===== src/logic/aost_regs.svh =====
`ifndef AOST_REGS_SVH
`define AOST_REGS_SVH

// Register byte offsets on the bus.
`define AOST_OFF_CTRL 6'h00
`define AOST_OFF_CAL_DIV 6'h04
`define AOST_OFF_WDT_RESTART 6'h08
`define AOST_OFF_CMP_A 6'h0C
`define AOST_OFF_CMP_B 6'h10
`define AOST_OFF_COUNT 6'h14
`define AOST_OFF_FLAGS 6'h18
`define AOST_OFF_PWR 6'h1C
`define AOST_OFF_WAKE_CAUSE 6'h20
`define AOST_OFF_GPIO_WAKE 6'h24

// Control register fields.
`define AOST_CTRL_WDT_EN 0
`define AOST_CTRL_CLK_SEL 1
`define AOST_CTRL_DIV_LSB 4
`define AOST_CTRL_DIV_MSB 7
`define AOST_CTRL_SER_WAKE 8
`define AOST_CTRL_W 9

// Flag register fields.
`define AOST_FLG_CMP_A 0
`define AOST_FLG_CMP_B 1
`define AOST_FLG_WDT_LOW 2
`define AOST_FLG_W 3

// Wake cause fields.
`define AOST_WK_TIMER 0
`define AOST_WK_EXT_IRQ 1
`define AOST_WK_DEBUG 2
`define AOST_WK_SERIAL 3
`define AOST_WK_GPIO 4
`define AOST_WK_W 5

// Reset values.
`define AOST_CTRL_RST 9'h000
`define AOST_CMP_RST 16'hFFFF
`define AOST_GPIO_WAKE_RST 16'h0000

// Timing.
`define AOST_RC_HZ 10000
`define AOST_CAL_HZ 1000
`define AOST_MS_PER_S 1000
`define AOST_CAL_DIV_RST (`AOST_RC_HZ / `AOST_CAL_HZ)
`define AOST_WDT_TIMEOUT_MS 2000
`define AOST_WDT_LOWMARK_MS 1750
`define AOST_WDT_TIMEOUT_TICKS ((`AOST_WDT_TIMEOUT_MS * `AOST_RC_HZ) / `AOST_MS_PER_S)
`define AOST_WDT_LOWMARK_TICKS ((`AOST_WDT_LOWMARK_MS * `AOST_RC_HZ) / `AOST_MS_PER_S)
`define AOST_ST_DIV_MAX 4'hA

`endif


===== src/logic/aost_pkg.sv =====
package aost_pkg;
    typedef logic [31:0] aost_word_t;
    typedef logic [15:0] aost_half_t;
    typedef enum logic [2:0] {
        AOST_PWR_ACTIVE,
        AOST_PWR_IDLE,
        AOST_PWR_SAVE,
        AOST_PWR_SLEEP,
        AOST_PWR_RESTORE
    } aost_pwr_e;
    typedef enum logic [1:0] {
        AOST_CMD_NONE,
        AOST_CMD_IDLE,
        AOST_CMD_DEEP
    } aost_cmd_e;
endpackage : aost_pkg


===== src/logic/aost_power_ctrl.sv =====
// Register access over Avalon-MM and the address map were chosen for this implementation.
`timescale 1ns/100ps
`include "aost_regs.svh"
module aost_power_ctrl #(
    parameter int unsigned WDT_TIMEOUT_TICKS = `AOST_WDT_TIMEOUT_TICKS,
    parameter int unsigned WDT_LOWMARK_TICKS = `AOST_WDT_LOWMARK_TICKS
) (
    input wire logic sys_clk,
    input wire logic resetn,
    input wire logic [5:0] avs_address,
    input wire logic avs_read,
    input wire logic avs_write,
    input wire aost_pkg::aost_word_t avs_writedata,
    input wire logic [3:0] avs_byteenable,
    output aost_pkg::aost_word_t avs_readdata,
    output logic avs_waitrequest,
    input wire logic rc_clk_in,
    input wire logic xtal32_clk_in,
    input wire logic any_irq_in,
    input wire logic ext_irq_in,
    input wire logic dbg_wake_in,
    input wire logic serial_activity_in,
    input wire aost_pkg::aost_half_t gpio_in,
    input wire aost_pkg::aost_half_t gpio_core_out,
    input wire logic ctx_save_done,
    input wire logic ctx_restore_done,
    output aost_pkg::aost_half_t gpio_out,
    output logic cpu_halt,
    output logic ctx_save_req,
    output logic ctx_restore_req,
    output logic core_regulator_output,
    output logic lv_domain_on,
    output logic gpio_freeze,
    output logic serial_rx_en,
    output logic chip_reset_req,
    output logic sleep_wake,
    output logic st_cmp_a_irq,
    output logic st_cmp_b_irq,
    output logic wdt_low_irq
);
    import aost_pkg::*;

    logic ack_q;
    aost_word_t rdata_q;
    logic [`AOST_CTRL_W-1:0] ctrl_q;
    aost_half_t cal_div_q;
    aost_half_t cal_cnt_q;
    logic cal_tick_q;
    aost_half_t cmp_a_q;
    aost_half_t cmp_b_q;
    logic [`AOST_FLG_W-1:0] flags_q;
    logic [`AOST_WK_W-1:0] wake_cause_q;
    aost_half_t gpio_wake_q;
    aost_half_t gpio_snap_q;
    aost_half_t gpio_out_q;
    aost_half_t wdt_cnt_q;
    logic wdt_rst_q;
    logic rc_q;
    logic xt_q;
    aost_pwr_e state_q;
    aost_pwr_e state_d;
    logic halt_q;
    logic save_q;
    logic restore_q;
    logic reg_on_q;
    logic freeze_q;
    logic rx_en_q;
    aost_half_t st_count;
    logic [1:0] st_match;

    // Bus slave: one wait state, so every access completes at its second edge.
    wire bus_req = avs_read | avs_write;
    wire bus_take = bus_req & ~ack_q;
    wire bus_fire = bus_req & ack_q;
    wire wr_fire = avs_write & ack_q;
    assign avs_waitrequest = bus_req & ~ack_q;
    assign avs_readdata = rdata_q;

    wire [31:0] be_mask = {{8{avs_byteenable[3]}}, {8{avs_byteenable[2]}},
                           {8{avs_byteenable[1]}}, {8{avs_byteenable[0]}}};
    wire [31:0] wd_m = avs_writedata & be_mask;

    wire sel_ctrl = avs_address == `AOST_OFF_CTRL;
    wire sel_cal = avs_address == `AOST_OFF_CAL_DIV;
    wire sel_wdt = avs_address == `AOST_OFF_WDT_RESTART;
    wire sel_cmpa = avs_address == `AOST_OFF_CMP_A;
    wire sel_cmpb = avs_address == `AOST_OFF_CMP_B;
    wire sel_cnt = avs_address == `AOST_OFF_COUNT;
    wire sel_flags = avs_address == `AOST_OFF_FLAGS;
    wire sel_pwr = avs_address == `AOST_OFF_PWR;
    wire sel_wake = avs_address == `AOST_OFF_WAKE_CAUSE;
    wire sel_gpw = avs_address == `AOST_OFF_GPIO_WAKE;

    wire [31:0] ctrl_new = ({23'h000000, ctrl_q} & ~be_mask) | wd_m;
    wire [31:0] cal_new = ({16'h0000, cal_div_q} & ~be_mask) | wd_m;
    wire [31:0] cmpa_new = ({16'h0000, cmp_a_q} & ~be_mask) | wd_m;
    wire [31:0] cmpb_new = ({16'h0000, cmp_b_q} & ~be_mask) | wd_m;
    wire [31:0] gpw_new = ({16'h0000, gpio_wake_q} & ~be_mask) | wd_m;

    wire wdt_restart = wr_fire & sel_wdt;
    wire cmd_idle = wr_fire & sel_pwr & (wd_m[1:0] == AOST_CMD_IDLE);
    wire cmd_deep = wr_fire & sel_pwr & (wd_m[1:0] == AOST_CMD_DEEP);
    wire [`AOST_FLG_W-1:0] flags_clr = (wr_fire & sel_flags) ? wd_m[`AOST_FLG_W-1:0] : '0;
    wire [`AOST_WK_W-1:0] wake_clr = (wr_fire & sel_wake) ? wd_m[`AOST_WK_W-1:0] : '0;

    wire [31:0] rd_mux =
        sel_ctrl ? {23'h000000, ctrl_q} :
        sel_cal ? {16'h0000, cal_div_q} :
        sel_wdt ? {16'h0000, wdt_cnt_q} :
        sel_cmpa ? {16'h0000, cmp_a_q} :
        sel_cmpb ? {16'h0000, cmp_b_q} :
        sel_cnt ? {16'h0000, st_count} :
        sel_flags ? {29'h00000000, flags_q} :
        sel_pwr ? {29'h00000000, state_q} :
        sel_wake ? {27'h0000000, wake_cause_q} :
        sel_gpw ? {16'h0000, gpio_wake_q} : 32'h00000000;

    always_ff @(posedge sys_clk or negedge resetn) begin
        if (!resetn) begin
            ack_q <= 1'b0;
            rdata_q <= 32'h00000000;
        end else begin
            ack_q <= bus_take;
            if (bus_take & avs_read) begin
                rdata_q <= rd_mux;
            end
        end
    end

    always_ff @(posedge sys_clk or negedge resetn) begin
        if (!resetn) begin
            ctrl_q <= `AOST_CTRL_RST;
            cal_div_q <= 16'(`AOST_CAL_DIV_RST);
            cmp_a_q <= `AOST_CMP_RST;
            cmp_b_q <= `AOST_CMP_RST;
            gpio_wake_q <= `AOST_GPIO_WAKE_RST;
        end else if (wr_fire) begin
            if (sel_ctrl) ctrl_q <= ctrl_new[`AOST_CTRL_W-1:0];
            if (sel_cal) cal_div_q <= cal_new[15:0];
            if (sel_cmpa) cmp_a_q <= cmpa_new[15:0];
            if (sel_cmpb) cmp_b_q <= cmpb_new[15:0];
            if (sel_gpw) gpio_wake_q <= gpw_new[15:0];
        end
    end

    wire wdt_en = ctrl_q[`AOST_CTRL_WDT_EN];
    wire ser_wake_en = ctrl_q[`AOST_CTRL_SER_WAKE];

    // Both slow clocks arrive synchronous; a rising edge becomes a one-cycle tick.
    wire rc_tick = rc_clk_in & ~rc_q;
    wire xt_tick = xtal32_clk_in & ~xt_q;
    // A divide ratio of zero behaves as one rather than stalling the timer.
    wire cal_hit = rc_tick & (({1'b0, cal_cnt_q} + 17'h00001) >= {1'b0, cal_div_q});

    always_ff @(posedge sys_clk or negedge resetn) begin
        if (!resetn) begin
            rc_q <= 1'b0;
            xt_q <= 1'b0;
            cal_cnt_q <= 16'h0000;
            cal_tick_q <= 1'b0;
        end else begin
            rc_q <= rc_clk_in;
            xt_q <= xtal32_clk_in;
            cal_tick_q <= cal_hit;
            if (cal_hit) begin
                cal_cnt_q <= 16'h0000;
            end else if (rc_tick) begin
                cal_cnt_q <= 16'(cal_cnt_q + 16'h0001);
            end
        end
    end

    // Watchdog counts RC ticks only, so its period follows the raw RC trim.
    wire wdt_to_hit = wdt_en & rc_tick & (wdt_cnt_q == 16'(WDT_TIMEOUT_TICKS - 1));
    wire wdt_low_hit = wdt_en & rc_tick & (wdt_cnt_q == 16'(WDT_LOWMARK_TICKS - 1));

    always_ff @(posedge sys_clk or negedge resetn) begin
        if (!resetn) begin
            wdt_cnt_q <= 16'h0000;
            wdt_rst_q <= 1'b0;
        end else begin
            wdt_rst_q <= wdt_to_hit;
            if (!wdt_en || wdt_restart || wdt_to_hit) begin
                wdt_cnt_q <= 16'h0000;
            end else if (rc_tick) begin
                wdt_cnt_q <= 16'(wdt_cnt_q + 16'h0001);
            end
        end
    end

    aost_sleep_timer u_sleep_timer (
        .sys_clk(sys_clk),
        .resetn(resetn),
        .tick_cal(cal_tick_q),
        .tick_32k(xt_tick),
        .clk_sel(ctrl_q[`AOST_CTRL_CLK_SEL]),
        .div(ctrl_q[`AOST_CTRL_DIV_MSB:`AOST_CTRL_DIV_LSB]),
        .cmp_a(cmp_a_q),
        .cmp_b(cmp_b_q),
        .count_q(st_count),
        .match_q(st_match)
    );

    // A new event beats a clear that lands in the same cycle.
    wire [`AOST_FLG_W-1:0] flags_set = {wdt_low_hit, st_match[1], st_match[0]};
    wire in_wake_window = (state_q == AOST_PWR_SLEEP) | (state_q == AOST_PWR_RESTORE);
    wire gpio_chg = |((gpio_in ^ gpio_snap_q) & gpio_wake_q);
    wire [`AOST_WK_W-1:0] wake_vec = {gpio_chg, serial_activity_in & ser_wake_en,
                                      dbg_wake_in, ext_irq_in, st_match[0]};
    wire wake_any = |wake_vec;
    wire [`AOST_WK_W-1:0] wake_set = in_wake_window ? wake_vec : '0;

    always_ff @(posedge sys_clk or negedge resetn) begin
        if (!resetn) begin
            flags_q <= '0;
            wake_cause_q <= '0;
        end else begin
            flags_q <= (flags_q & ~flags_clr) | flags_set;
            wake_cause_q <= (wake_cause_q & ~wake_clr) | wake_set;
        end
    end

    always_comb begin
        state_d = state_q;
        unique case (state_q)
            AOST_PWR_ACTIVE: begin
                if (cmd_idle) state_d = AOST_PWR_IDLE;
                else if (cmd_deep) state_d = AOST_PWR_SAVE;
            end
            AOST_PWR_IDLE: begin
                if (any_irq_in | dbg_wake_in) state_d = AOST_PWR_ACTIVE;
            end
            AOST_PWR_SAVE: begin
                if (ctx_save_done) state_d = AOST_PWR_SLEEP;
            end
            AOST_PWR_SLEEP: begin
                if (wake_any) state_d = AOST_PWR_RESTORE;
            end
            AOST_PWR_RESTORE: begin
                if (ctx_restore_done) state_d = AOST_PWR_ACTIVE;
            end
            default: state_d = AOST_PWR_ACTIVE;
        endcase
    end

    wire next_sleep = state_d == AOST_PWR_SLEEP;
    wire next_frozen = next_sleep | (state_d == AOST_PWR_RESTORE);
    wire next_rx = (state_d == AOST_PWR_ACTIVE) | (state_d == AOST_PWR_IDLE);

    always_ff @(posedge sys_clk or negedge resetn) begin
        if (!resetn) begin
            state_q <= AOST_PWR_ACTIVE;
            halt_q <= 1'b0;
            save_q <= 1'b0;
            restore_q <= 1'b0;
            reg_on_q <= 1'b1;
            freeze_q <= 1'b0;
            rx_en_q <= 1'b1;
        end else begin
            state_q <= state_d;
            halt_q <= state_d != AOST_PWR_ACTIVE;
            save_q <= state_d == AOST_PWR_SAVE;
            restore_q <= state_d == AOST_PWR_RESTORE;
            reg_on_q <= ~next_sleep;
            freeze_q <= next_frozen;
            rx_en_q <= next_rx;
        end
    end

    // Pins keep their entry level until the restored core drives them again.
    always_ff @(posedge sys_clk or negedge resetn) begin
        if (!resetn) begin
            gpio_out_q <= 16'h0000;
            gpio_snap_q <= 16'h0000;
        end else begin
            if (!next_frozen) gpio_out_q <= gpio_core_out;
            if (state_q == AOST_PWR_SAVE) gpio_snap_q <= gpio_in;
        end
    end

    assign gpio_out = gpio_out_q;
    assign cpu_halt = halt_q;
    assign ctx_save_req = save_q;
    assign ctx_restore_req = restore_q;
    assign core_regulator_output = reg_on_q;
    assign lv_domain_on = reg_on_q;
    assign gpio_freeze = freeze_q;
    assign serial_rx_en = rx_en_q;
    assign chip_reset_req = wdt_rst_q;
    assign sleep_wake = flags_q[`AOST_FLG_CMP_A];
    assign st_cmp_a_irq = flags_q[`AOST_FLG_CMP_A];
    assign st_cmp_b_irq = flags_q[`AOST_FLG_CMP_B];
    assign wdt_low_irq = flags_q[`AOST_FLG_WDT_LOW];
endmodule : aost_power_ctrl


===== src/logic/aost_sleep_timer.sv =====
`timescale 1ns/100ps
`include "aost_regs.svh"
module aost_sleep_timer (
    input wire logic sys_clk,
    input wire logic resetn,
    input wire logic tick_cal,
    input wire logic tick_32k,
    input wire logic clk_sel,
    input wire logic [3:0] div,
    input wire aost_pkg::aost_half_t cmp_a,
    input wire aost_pkg::aost_half_t cmp_b,
    output aost_pkg::aost_half_t count_q,
    output logic [1:0] match_q
);
    import aost_pkg::*;

    logic [9:0] pre_q;
    wire src_tick = clk_sel ? tick_32k : tick_cal;
    wire [3:0] pre_n = (div > `AOST_ST_DIV_MAX) ? `AOST_ST_DIV_MAX : div;
    wire [9:0] pre_mask = 10'((11'h001 << pre_n) - 11'h001);
    wire tmr_tick = src_tick & ((pre_q & pre_mask) == pre_mask);
    wire [1:0][15:0] cmp = {cmp_b, cmp_a};

    always_ff @(posedge sys_clk or negedge resetn) begin
        if (!resetn) begin
            pre_q <= 10'h000;
            count_q <= 16'h0000;
        end else begin
            if (src_tick) begin
                pre_q <= 10'(pre_q + 10'h001);
            end
            if (tmr_tick) begin
                count_q <= 16'(count_q + 16'h0001);
            end
        end
    end

    // Each channel compares on the timer tick, so a match fires once per wrap.
    for (genvar ch = 0; ch < 2; ch++) begin : g_cmp
        always_ff @(posedge sys_clk or negedge resetn) begin
            if (!resetn) begin
                match_q[ch] <= 1'b0;
            end else begin
                match_q[ch] <= tmr_tick & (count_q == cmp[ch]);
            end
        end
    end
endmodule : aost_sleep_timer


===== config.mk =====
export PLATFORM = sky130hd
export DESIGN_NAME = aost_power_ctrl
export DESIGN_NICKNAME = d
export VERILOG_FILES = /design/src/logic/aost_pkg.sv /design/src/logic/aost_power_ctrl.sv /design/src/logic/aost_sleep_timer.sv
export VERILOG_INCLUDE_DIRS = /design/src /design/src/logic
export SDC_FILE = /design/constraint.sdc
export NUM_CORES = 1
export LEC_CHECK = 0
export BUFFER_PORTS_ARGS = -buffer_cell sky130_fd_sc_hd__clkbuf_2
export CAP_MARGIN = 10
export CORE_UTILIZATION = 50
export DETAILED_ROUTE_END_ITERATION = 8
export PLACE_DENSITY = 0.71
export SETUP_SLACK_MARGIN = 0.02
export SLEW_MARGIN = 0
export SYNTH_ARGS = -nofsm -noshare
export SYNTH_HDL_FRONTEND = slang
export SYNTH_SLANG_ARGS = --single-unit
export TNS_END_PERCENT = 100

===== constraint.sdc =====
create_clock -name sys_clk -period 3.4 [get_ports sys_clk]
set_clock_uncertainty 0.15 [all_clocks]
set_input_delay 0.17 -clock sys_clk [delete_from_list [all_inputs] [get_ports sys_clk]]
set_output_delay 0.17 -clock sys_clk [all_outputs]
set_load 0.01 [all_outputs]

==> results of run 1 <==
==> metal layers <==
metal	vias to the layer above	track usage, %	share of wire (%)
met2	374	44.37	47
met5	-	0	0
li1	4000	-	-
met4	0	10.15	3.4
met3	78	5.491	7.4
met1	4383	37.40	42
==> layout by cell type (no fill, tap or decap), types with 5 or more instances in the layout <==
master         count
nand3b_1           5
nand4_1           23
o22ai_1            7
nor2_1            59
a221o_1            7
dfstp_2           36
a31oi_1            7
a221oi_1          12
a21oi_1           22
mux2_2            86
a222oi_1           7
nor3_1            15
inv_1             29
a21o_1             5
buf_4             22
clkbuf_8          10
nand2_1          101
and2_1             7
clkbuf_2         111
xnor2_1           50
conb_1            16
clkbuf_16         26
and3_1            18
nor4_1             7
o211ai_1           7
and4_1             5
dlygate4sd3_1     63
mux2_4             9
o21ai_0           62
dfrtp_1          166
ha_1              20
nand2b_1          13
nand3_1           36
a22oi_1           12
xor2_1            48
==> worst paths after layout <==
path | from | slack (ns) | endpoint | cells past startpoint
worst max-delay path | cal_cnt_q[0] | 0.18 | cal_cnt_q[8] | 13
worst min-delay path | ctx_save_done | 0.07 | core_regulator_output | 4
worst max register to register | cal_cnt_q[0] | 0.18 | cal_cnt_q[8] | 13
worst min register to register | u_sleep_timer.match_q[1] | 0.29 | flags_q[1] | 1
max in group asynchronous | resetn | 2.11 | async pin | 3
min in group asynchronous | resetn | 0.15 | gpio_out[10] | 2
==> logic make-up after synthesis <==
| group | count (synthesis) | share of synthesized area, % |
|---|---|---|
| other cells | 1 | 0.03489 |
| fa+ha+maj | 21 | 2.444 |
| mux | 97 | 10.45 |
| xor+xnor | 99 | 8.067 |
| flops | 203 | 47.68 |
| compound gates | 187 | 11.97 |
| simple gates | 322 | 15.05 |
| buf+inv | 97 | 4.307 |
==> stage by stage <==
| step | hold slack, ns | util (%) |
|---|---|---|
| floorplan | -0.2756 | - |
| global placement | 0.1400 | 55.13 |
| detailed placement | 0.1400 | 55.13 |
| CTS | 0.06002 | 62.23 |
| global route | 0.09669 | 62.41 |
| finish | 0.06798 | 62.41 |
==> synthesized netlist by cell type (8+ instances only) <==
library cell	count	area share, %
a21oi_1	22	1.0
a221oi_1	12	0.98
a22oi_1	12	0.84
and2_1	8	0.47
and3_1	18	1.0
buf_4	18	1.3
clkbuf_1	45	1.6
dfrtp_1	167	39
dfstp_2	36	8.8
ha_1	21	2.4
inv_1	29	1.0
mux2_2	86	9.0
mux2_4	9	1.3
nand2_1	103	3.6
nand2b_1	13	0.76
nand3_1	36	1.7
nand4_1	23	1.3
nor2_1	60	2.1
nor3_1	15	0.70
nor4_1	9	0.52
o21ai_0	63	2.9
xnor2_1	50	4.1
xor2_1	49	4.0
==> worst max-delay path, delay by kind of cell, from the launching register on <==
family          cells  cell delay [ns]
buf+inv             1             0.18
simple gates        5             0.86
fa+ha+maj           2             0.50
flops               1             0.44
xor+xnor            1             0.20
compound gates      4             0.79
==> repair_timing <==
action                                  in CTS  in global routing
endpoints found under the setup margin       1                 17
endpoints found under the hold margin      198                  0
resized for setup                            0                 11
hold buffers                                63                  0
pin swaps                                    0                  0
==> power breakdown <==
group / switching (mW) / internal [mW] / leakage [nW] / total (mW)
clock network: 1.02 / 1.72 / 0.431 / 2.75
logic: 0.458 / 0.416 / 3.08 / 0.874
registers: 0.184 / 2.63 / 2.52 / 2.82
==> final cells by class <==
cell class	count	area [sq um]
sequential	203	5126
clock inverter	6	83.83
multi-input combinational	742	5260
antenna	1	2.502
clock buffer	36	778.2
fill	1683	7901
tap	275	344.1
timing repair buffer	200	1416
inverter	29	108.9
==> results.cfg, run 1 <==
[floorplan]
die-area_sq_um = 22090
dieHeight_microns = 148.6
placementRows = 53
io_pins = 147
fp.dieW_microns = 148.6
core_area_sq_um = 21020
start_util_pct = 51.13

[timing]
maxSlewViolCount = 0
max_slew_margin_pct = 45.21
fin_tns_setup_ns = 0
setup_viol = 0
clock.fmax_ghz = 0.3108
fin_ws_ns = 0.1827
fin_crit_ns = 3.217
hold_viol_final = 0
grt_setup_unrepaired = no
timing_worst_slew_pin_value_ns = 0.8219
post-route-period-util_pct = 94.63

[cts]
clock-sinks = 203
path_clk_slew_ns = 0.06
cts_max_path_buffers = 3
htree_num_levels = 1
numCtsBuffers = 23
clock-root-buffer = clkbuf_16
post-cts-setup-buffers = 0
cts_tree = built
clkLatencyLatePin_ns = 0.52

[worst_setup_path]
start_kind = flop
crit_required_ns = 3.68
cp-end-kind = flop
max_stage_delay_ns = 0.44
crit_path_cell_trace = ha_2, and3_1, and2_2, and3_1, xor2_2, ha_1, a21oi_1, o211a_1, nand2_1, o2111ai_2, buf_6, nand3_1, o22ai_1
cp.arrival_ns = 3.50
crit_top_cell = and3_1
cp_slowest_cell = dfrtp_2
worstSetupPathType = reg2reg
path_max_fanout = 9

[grt]
grt_pass1_wl_mm = 46.98
grt_usage_pct = 27.76
grt_max_degree = 91
grt_pass1_vias = 8649
gr-total-overflow = 0
antenna_found_initial = 1

[cells_and_area]
synthToLayoutAreaGrowth_pct = 22.06
nets = 1306
final_cells = 1492
drive_gt1_share_pct = 27.63
fin_area_sq_um = 13120

[yosys]
yosysWarnings = 0
ys_types = 71
postSynthAreaPerCell_sq_um = 10.47
synth_ff_type = dfrtp_1
async_reset_ff_share_pct = 100.0
synth_seq_cells = 203
netlist_instances = 1027
synth_edf_count = 0
syn_area_sq_um = 10750
ys_seq_area_share_pct = 47.68

[pwr]
vdd_drop_max_mv = 0.4502
pwr_density_cell_nw_per_um2 = 490.7
leakage_nw = 6.031
power_mw = 6.439

[detailed_routing]
num_vias = 8835
routedWlPerCell_microns = 20.28
drc = 0
routed_wl_mm = 30.26
dr.first_iter.drc_count = 713
via_per_inst = 5.922
dr.pass1.iters = 5
final_antenna_net_count = 0

[placement]
dp_cells = 1386
place_ws_ns = 0.04209
hpwlAfterDp_mm = 21.50
place_area_sq_um = 11590
numPortBuffers = 112
gp_congestion = 0.9239

[flow_run]
maxCapViolCount = 0

[run_status]
status = completed

[hold_path]
hold_class = in2reg
Power figures use the tool's default switching activity.
==> run 2, diff against run 1 <==
--- a/config.mk
+++ b/config.mk
@@ -10,7 +10,7 @@
 export CAP_MARGIN = 10
 export CORE_UTILIZATION = 50
 export DETAILED_ROUTE_END_ITERATION = 8
-export PLACE_DENSITY = 0.71
+export PLACE_DENSITY = 0.69
 export SETUP_SLACK_MARGIN = 0.02
 export SLEW_MARGIN = 0
 export SYNTH_ARGS = -nofsm -noshare
==> constraint.sdc (replaced) <==
create_clock -name sys_clk -period 3.4 [get_ports sys_clk]
set_clock_uncertainty 0.15 [all_clocks]
set_input_delay 0.34 -clock sys_clk [delete_from_list [all_inputs] [get_ports sys_clk]]
set_output_delay 0.34 -clock sys_clk [all_outputs]
set_load 0.01 [all_outputs]
==> run 2 against run 1 <==
  * Wire length barely moved
  * Clock-buffer cell count did not move
  * Global-route usage rose by 0.50 points
  * Non-clock buffer count fell by 7
  * Highest routed layer unchanged
==> results.cfg, run 2 (same netlist as run 1, synthesis figures left out) <==
[timing]
maxSlewViolCount = 0
setup_viol = 0
clock.fmax_ghz = 0.3067
post-route-period-util_pct = 95.90
max_slew_margin_pct = 41.24
timing_worst_slew_pin_value_ns = 0.8814
fin_tns_setup_ns = 0
hold_viol_final = 0
fin_crit_ns = 3.260
fin_hold_ws_ns = 0.03519

[pwr]
vdd_drop_max_mv = 0.4343
p_sw_mw = 1.609
leakage_nw = 5.967
pwr_density_cell_nw_per_um2 = 489.6
clkPwrFrac_pct = 42.1
pwr-share-seq_pct = 44.3
internal-power_mw = 4.741
swShare_pct = 25.34
p_comb_share_pct = 13.7

[placement]
dp_cells = 1391
hpwlAfterDp_mm = 21.71
gp_congestion = 0.8913
numPortBuffers = 112
place_area_sq_um = 11630

[grt]
grt_pass1_wl_mm = 47.77
gr-total-overflow = 0
grt_max_degree = 101
grt_pass1_vias = 8643
antenna_found_initial = 0
grt_usage_pct = 28.27

[run_status]
status = completed

[cells_and_area]
nets = 1299
synthToLayoutAreaGrowth_pct = 20.67
final_cells = 1484
drive_gt1_share_pct = 27.57
layout_common_cells = dfrtp_1, clkbuf_2, nand2_1
final_common_cell = dfrtp_1
fin_area_sq_um = 12970

[cts]
numCtsBuffers = 23
clock-root-buffer = clkbuf_16
clock-sinks = 203
cts_tree = built
htree_num_levels = 1
path_clk_slew_ns = 0.06
clkLatencyLatePin_ns = 0.51
cts_max_path_buffers = 3

[worst_setup_path]
regToRegStartpoint = cal_cnt_q[0]
crit_required_ns = 3.67
cp-end-kind = flop
start_kind = flop
path_max_fanout = 9
worstSetupPathType = reg2reg
setup.worst_path.start = cal_cnt_q[0]
cp.arrival_ns = 3.53

[floorplan]
die-area_sq_um = 22090
io_pins = 147
core_area_sq_um = 21020
dieHeight_microns = 148.6
fp.dieW_microns = 148.6
placementRows = 53
start_util_pct = 51.13

[detailed_routing]
dr.pass1.iters = 6
drc = 0
dr.first_iter.drc_count = 876
routedWlPerCell_microns = 20.40
final_antenna_net_count = 0
num_vias = 8771
via_per_inst = 5.910
routed_wl_mm = 30.28

[hold_path]
min-delay-start = avs_write
hold_class = in2reg

[flow_run]
maxCapViolCount = 0
==> run 2: cell count changes in the layout (fill, tap and decap cells not counted), moves of 2 or more <==
cell           previous run  this run
dlygate4sd3_1            63        49
clkinv_2                  3         1
clkbuf_1                  1         6
buf_4                    22        30
bufinv_16                 2         4
clkbuf_8                 10         8
clkbuf_16                26        23
==> run 2: power by group through the flow <==
stage,combinational [mW],clock [mW],sequential (mW)
global placement,0.780,0,2.84
CTS,0.859,2.71,2.81
detailed placement,0.807,0,2.85
finish,0.868,2.67,2.81
floorplan,0.541,0,2.80
global route,0.965,2.79,2.83
==> run 2: area by class of cell <==
type                    count  area [sq um]
diodes                      1         2.502
inverters                  29         108.9
repair buffers            193          1325
clock inverters             5         125.1
well taps                 275         344.1
fillers                  1742          8050
multi-input cells         742          5246
flip-flops and latches    203          5125
clock buffers              36         694.4
==> run 2: metrics by stage <==
stage | utilization [%] | setup slack [ns] | power [mW]
floorplan | - | 0.4592 | 3.340
global placement | 55.31 | 0.1792 | 3.619
detailed placement | 55.31 | 0.02988 | 3.654
CTS | 61.56 | 0.02254 | 6.377
global route | 61.69 | -0.002783 | 6.593
finish | 61.70 | 0.1395 | 6.350
==> run 2: metal layers <==
metal | share of wire (%) | global-route usage [%] | up-vias | wire length (microns)
met3 | 6.8 | 4.417 | 84 | 2055
met1 | 42 | 38.72 | 4342 | 12690
met2 | 47 | 44.56 | 352 | 14260
met4 | 4.2 | 12.06 | 0 | 1271
li1 | - | - | 3993 | -
met5 | 0 | 0 | - | 0
==> run 2: worst paths after layout <==
check	slack [ns]	cells after the start	end
max	0.14	13	cal_cnt_q[2]
min	0.04	3	ack_q
max reg2reg	0.14	13	cal_cnt_q[2]
min reg2reg	0.30	1	flags_q[1]
max in group asynchronous	1.97	3	async pin
min in group asynchronous	0.29	2	gpio_out[9]
==> run 2: repair_timing <==
action,CTS,global route
hold endpoints to repair,140,0
setup buffers,0,2
cloned,0,0
gates resized for setup,1,4
hold buffers,49,0
endpoints found under the setup margin,1,16
==> run 2: worst max-delay path, stage by stage, from the launching register on <==
cell and delay, ns:
dfrtp_1 0.40, ha_2 0.24, and3_1 0.18, and2_1 0.25, and3_1 0.21, xor2_1 0.21
ha_1 0.29, a21oi_1 0.16, o211a_1 0.18, nand2_1 0.08, o2111ai_2 0.23, buf_4 0.21
nand3_1 0.16, o22ai_1 0.21
==> run 3, diff against run 2 <==
--- a/config.mk
+++ b/config.mk
@@ -8,9 +8,11 @@
 export LEC_CHECK = 0
 export BUFFER_PORTS_ARGS = -buffer_cell sky130_fd_sc_hd__clkbuf_2
 export CAP_MARGIN = 10
-export CORE_UTILIZATION = 50
+export CELL_PAD_IN_SITES_DETAIL_PLACEMENT = 1
+export CELL_PAD_IN_SITES_GLOBAL_PLACEMENT = 2
+export CORE_UTILIZATION = 37
 export DETAILED_ROUTE_END_ITERATION = 8
-export PLACE_DENSITY = 0.69
+export PLACE_DENSITY = 0.77
 export SETUP_SLACK_MARGIN = 0.02
 export SLEW_MARGIN = 0
 export SYNTH_ARGS = -nofsm -noshare
==> run 3 against run 2 <==
  * Hold slack worse by 0.0094 ns
  * Maximum frequency increased by 2.5%
  * Clock-buffer cell count is the same
  * Register-to-register slack improved by 0.08 ns
  * Largest power group unchanged
  * Final cell count is 7.8% higher
  * Global-route usage fell by 4.0 points
  * Via count fell by 1.3%
  * Setup slack better by 0.079 ns
  * Critical path depth unchanged
  * Sequential power is essentially flat
==> results.cfg, run 3 (same netlist as run 1, synthesis figures left out) <==
[run_status]
status = completed

[timing]
maxSlewViolCount = 0
timing_worst_slew_pin_value_ns = 0.8419
hold_viol_final = 0
fin_tns_setup_ns = 0
clock.fmax_ghz = 0.3143
fin_crit_ns = 3.181
setup_viol = 0
max_slew_margin_pct = 43.88
grt_setup_unrepaired = no
post-route-period-util_pct = 93.57

[detailed_routing]
dr.pass1.iters = 6
final_antenna_net_count = 0
num_vias = 8661
dr.first_iter.drc_count = 545
via_per_inst = 5.413
drc = 0
routed_wl_mm = 34.89
routedWlPerCell_microns = 21.81

[worst_setup_path]
cp-end-kind = flop
start_kind = flop
max_stage_delay_ns = 0.43
r2r-end = cal_cnt_q[12]
cp.arrival_ns = 3.44
path_max_fanout = 5
crit_required_ns = 3.65
r2r_cells = 13
cp_slowest_cell = dfrtp_1
regToRegStartpoint = cal_cnt_q[0]
rrSetupSlack_ns = 0.22
worstSetupPathType = reg2reg
crit_path_cell_trace = ha_1, and3_1, and2_1, and3_1, xor2_1, ha_1, nand4_1, nor4_1, nor3_2, buf_4, buf_4, a32oi_1, o21ai_0

[pwr]
pwr_density_cell_nw_per_um2 = 491.0
power_mw = 6.474
vdd_drop_max_mv = 0.4127
leakage_nw = 6.002

[cts]
cts_max_path_buffers = 3
htree_num_levels = 1
path_clk_slew_ns = 0.06
clock-root-buffer = clkbuf_16
clkLatencyLatePin_ns = 0.54
cts_tree = built
numCtsBuffers = 25
clock-sinks = 203

[floorplan]
placementRows = 62
dieHeight_microns = 172.4
io_pins = 147
start_util_pct = 37.55
die-area_sq_um = 29740
core_area_sq_um = 28630
fp.dieW_microns = 172.4

[grt]
grt_pass1_vias = 8776
grt_usage_pct = 24.26
grt_max_degree = 70
antenna_found_initial = 0
grt_pass1_wl_mm = 53.58
gr-total-overflow = 0

[hold_path]
hold_class = in2reg
min_delay_path_depth = 3
min-delay-start = avs_writedata[8]

[placement]
numPortBuffers = 112
hpwlAfterDp_mm = 25.44
gp_congestion = 0.8822

[cells_and_area]
synthToLayoutAreaGrowth_pct = 22.66
final_common_cell = dfrtp_1
fillers = 3179
drive_gt1_share_pct = 28.23
layout_common_cells = dfrtp_1, clkbuf_2, nand2_1
nets = 1304

[flow_run]
maxCapViolCount = 0
## run 3: worst max-delay path by stage
| stage | cells past startpoint | slack (ns) | end | from |
|---|---|---|---|---|
| final | 13 | 0.22 | cal_cnt_q[12] | cal_cnt_q[0] |
| after detailed placement | 12 | 0.003 | cal_cnt_q[12] | cal_cnt_q[0] |
| after global placement | 12 | 0.12 | cal_cnt_q[7] | cal_cnt_q[0] |
| after floorplan | 13 | 0.46 | cal_cnt_q[2] | cal_cnt_q[0] |
| after global routing | 12 | 0.03 | cal_cnt_q[0] | cal_cnt_q[0] |
| after CTS | 12 | 0.13 | cal_cnt_q[7] | cal_cnt_q[0] |
## run 3: timing repair
action	in CTS	in global routing
endpoints found under the hold margin	133	0
hold buffers	49	0
setup endpoints to repair	1	17
cloned	0	0
setup buffers	0	3
resized for setup	1	5
pin swaps	0	1
## run 3: critical path, delay by kind of cell, from the launching register on
family                     cells  cell delay (ns)
and+or+nand+nor                6             1.21
AOI/OAI and AO/OA              2             0.27
DFF                            1             0.43
xor gates and xnor gates       1             0.17
buffers and inverters          2             0.28
adders and majority gates      2             0.55
## run 3: stage by stage
step | cell area, sq um | cells | util (%) | hold WS (ns) | setup slack (ns)
floorplan | 10810 | 1042 | - | -0.1056 | 0.4592
global placement | 11770 | 1502 | 41.12 | 0.2478 | 0.1180
detailed placement | 11770 | 1502 | 41.12 | 0.2590 | 0.003101
CTS | 13130 | 1596 | 45.87 | 0.001664 | 0.1291
global route | 13180 | 1599 | 46.05 | 0.03730 | 0.02902
finish | 13190 | 1600 | 46.06 | 0.02579 | 0.2188
## run 3: area by class of cell
cell class	count	area [sq um]	share of cell area (%)
Antenna cell	1	2.502	0.01898
Tap cell	384	480.5	3.644
Timing Repair Buffer	196	1335	10.13
Clock buffer	36	747.0	5.665
Inverter	29	108.9	0.8256
Sequential cell	203	5125	38.87
Multi-Input combinational cell	742	5268	39.95
Clock inverter	9	118.9	0.9015
## run 3: metal layers
metal / GRT usage, % / share of wire, % / vias up
met4: 5.502 / 2.0 / 0
met3: 3.319 / 5.7 / 35
met1: 34.77 / 46 / 4372
met5: 0 / 0 / -
li1: - / - / 3995
met2: 38.71 / 47 / 259
## run 3: power by group
group / switching (mW) / internal [mW]
Combinational: 0.491 / 0.414
Sequential: 0.183 / 2.63
Clock: 1.07 / 1.68
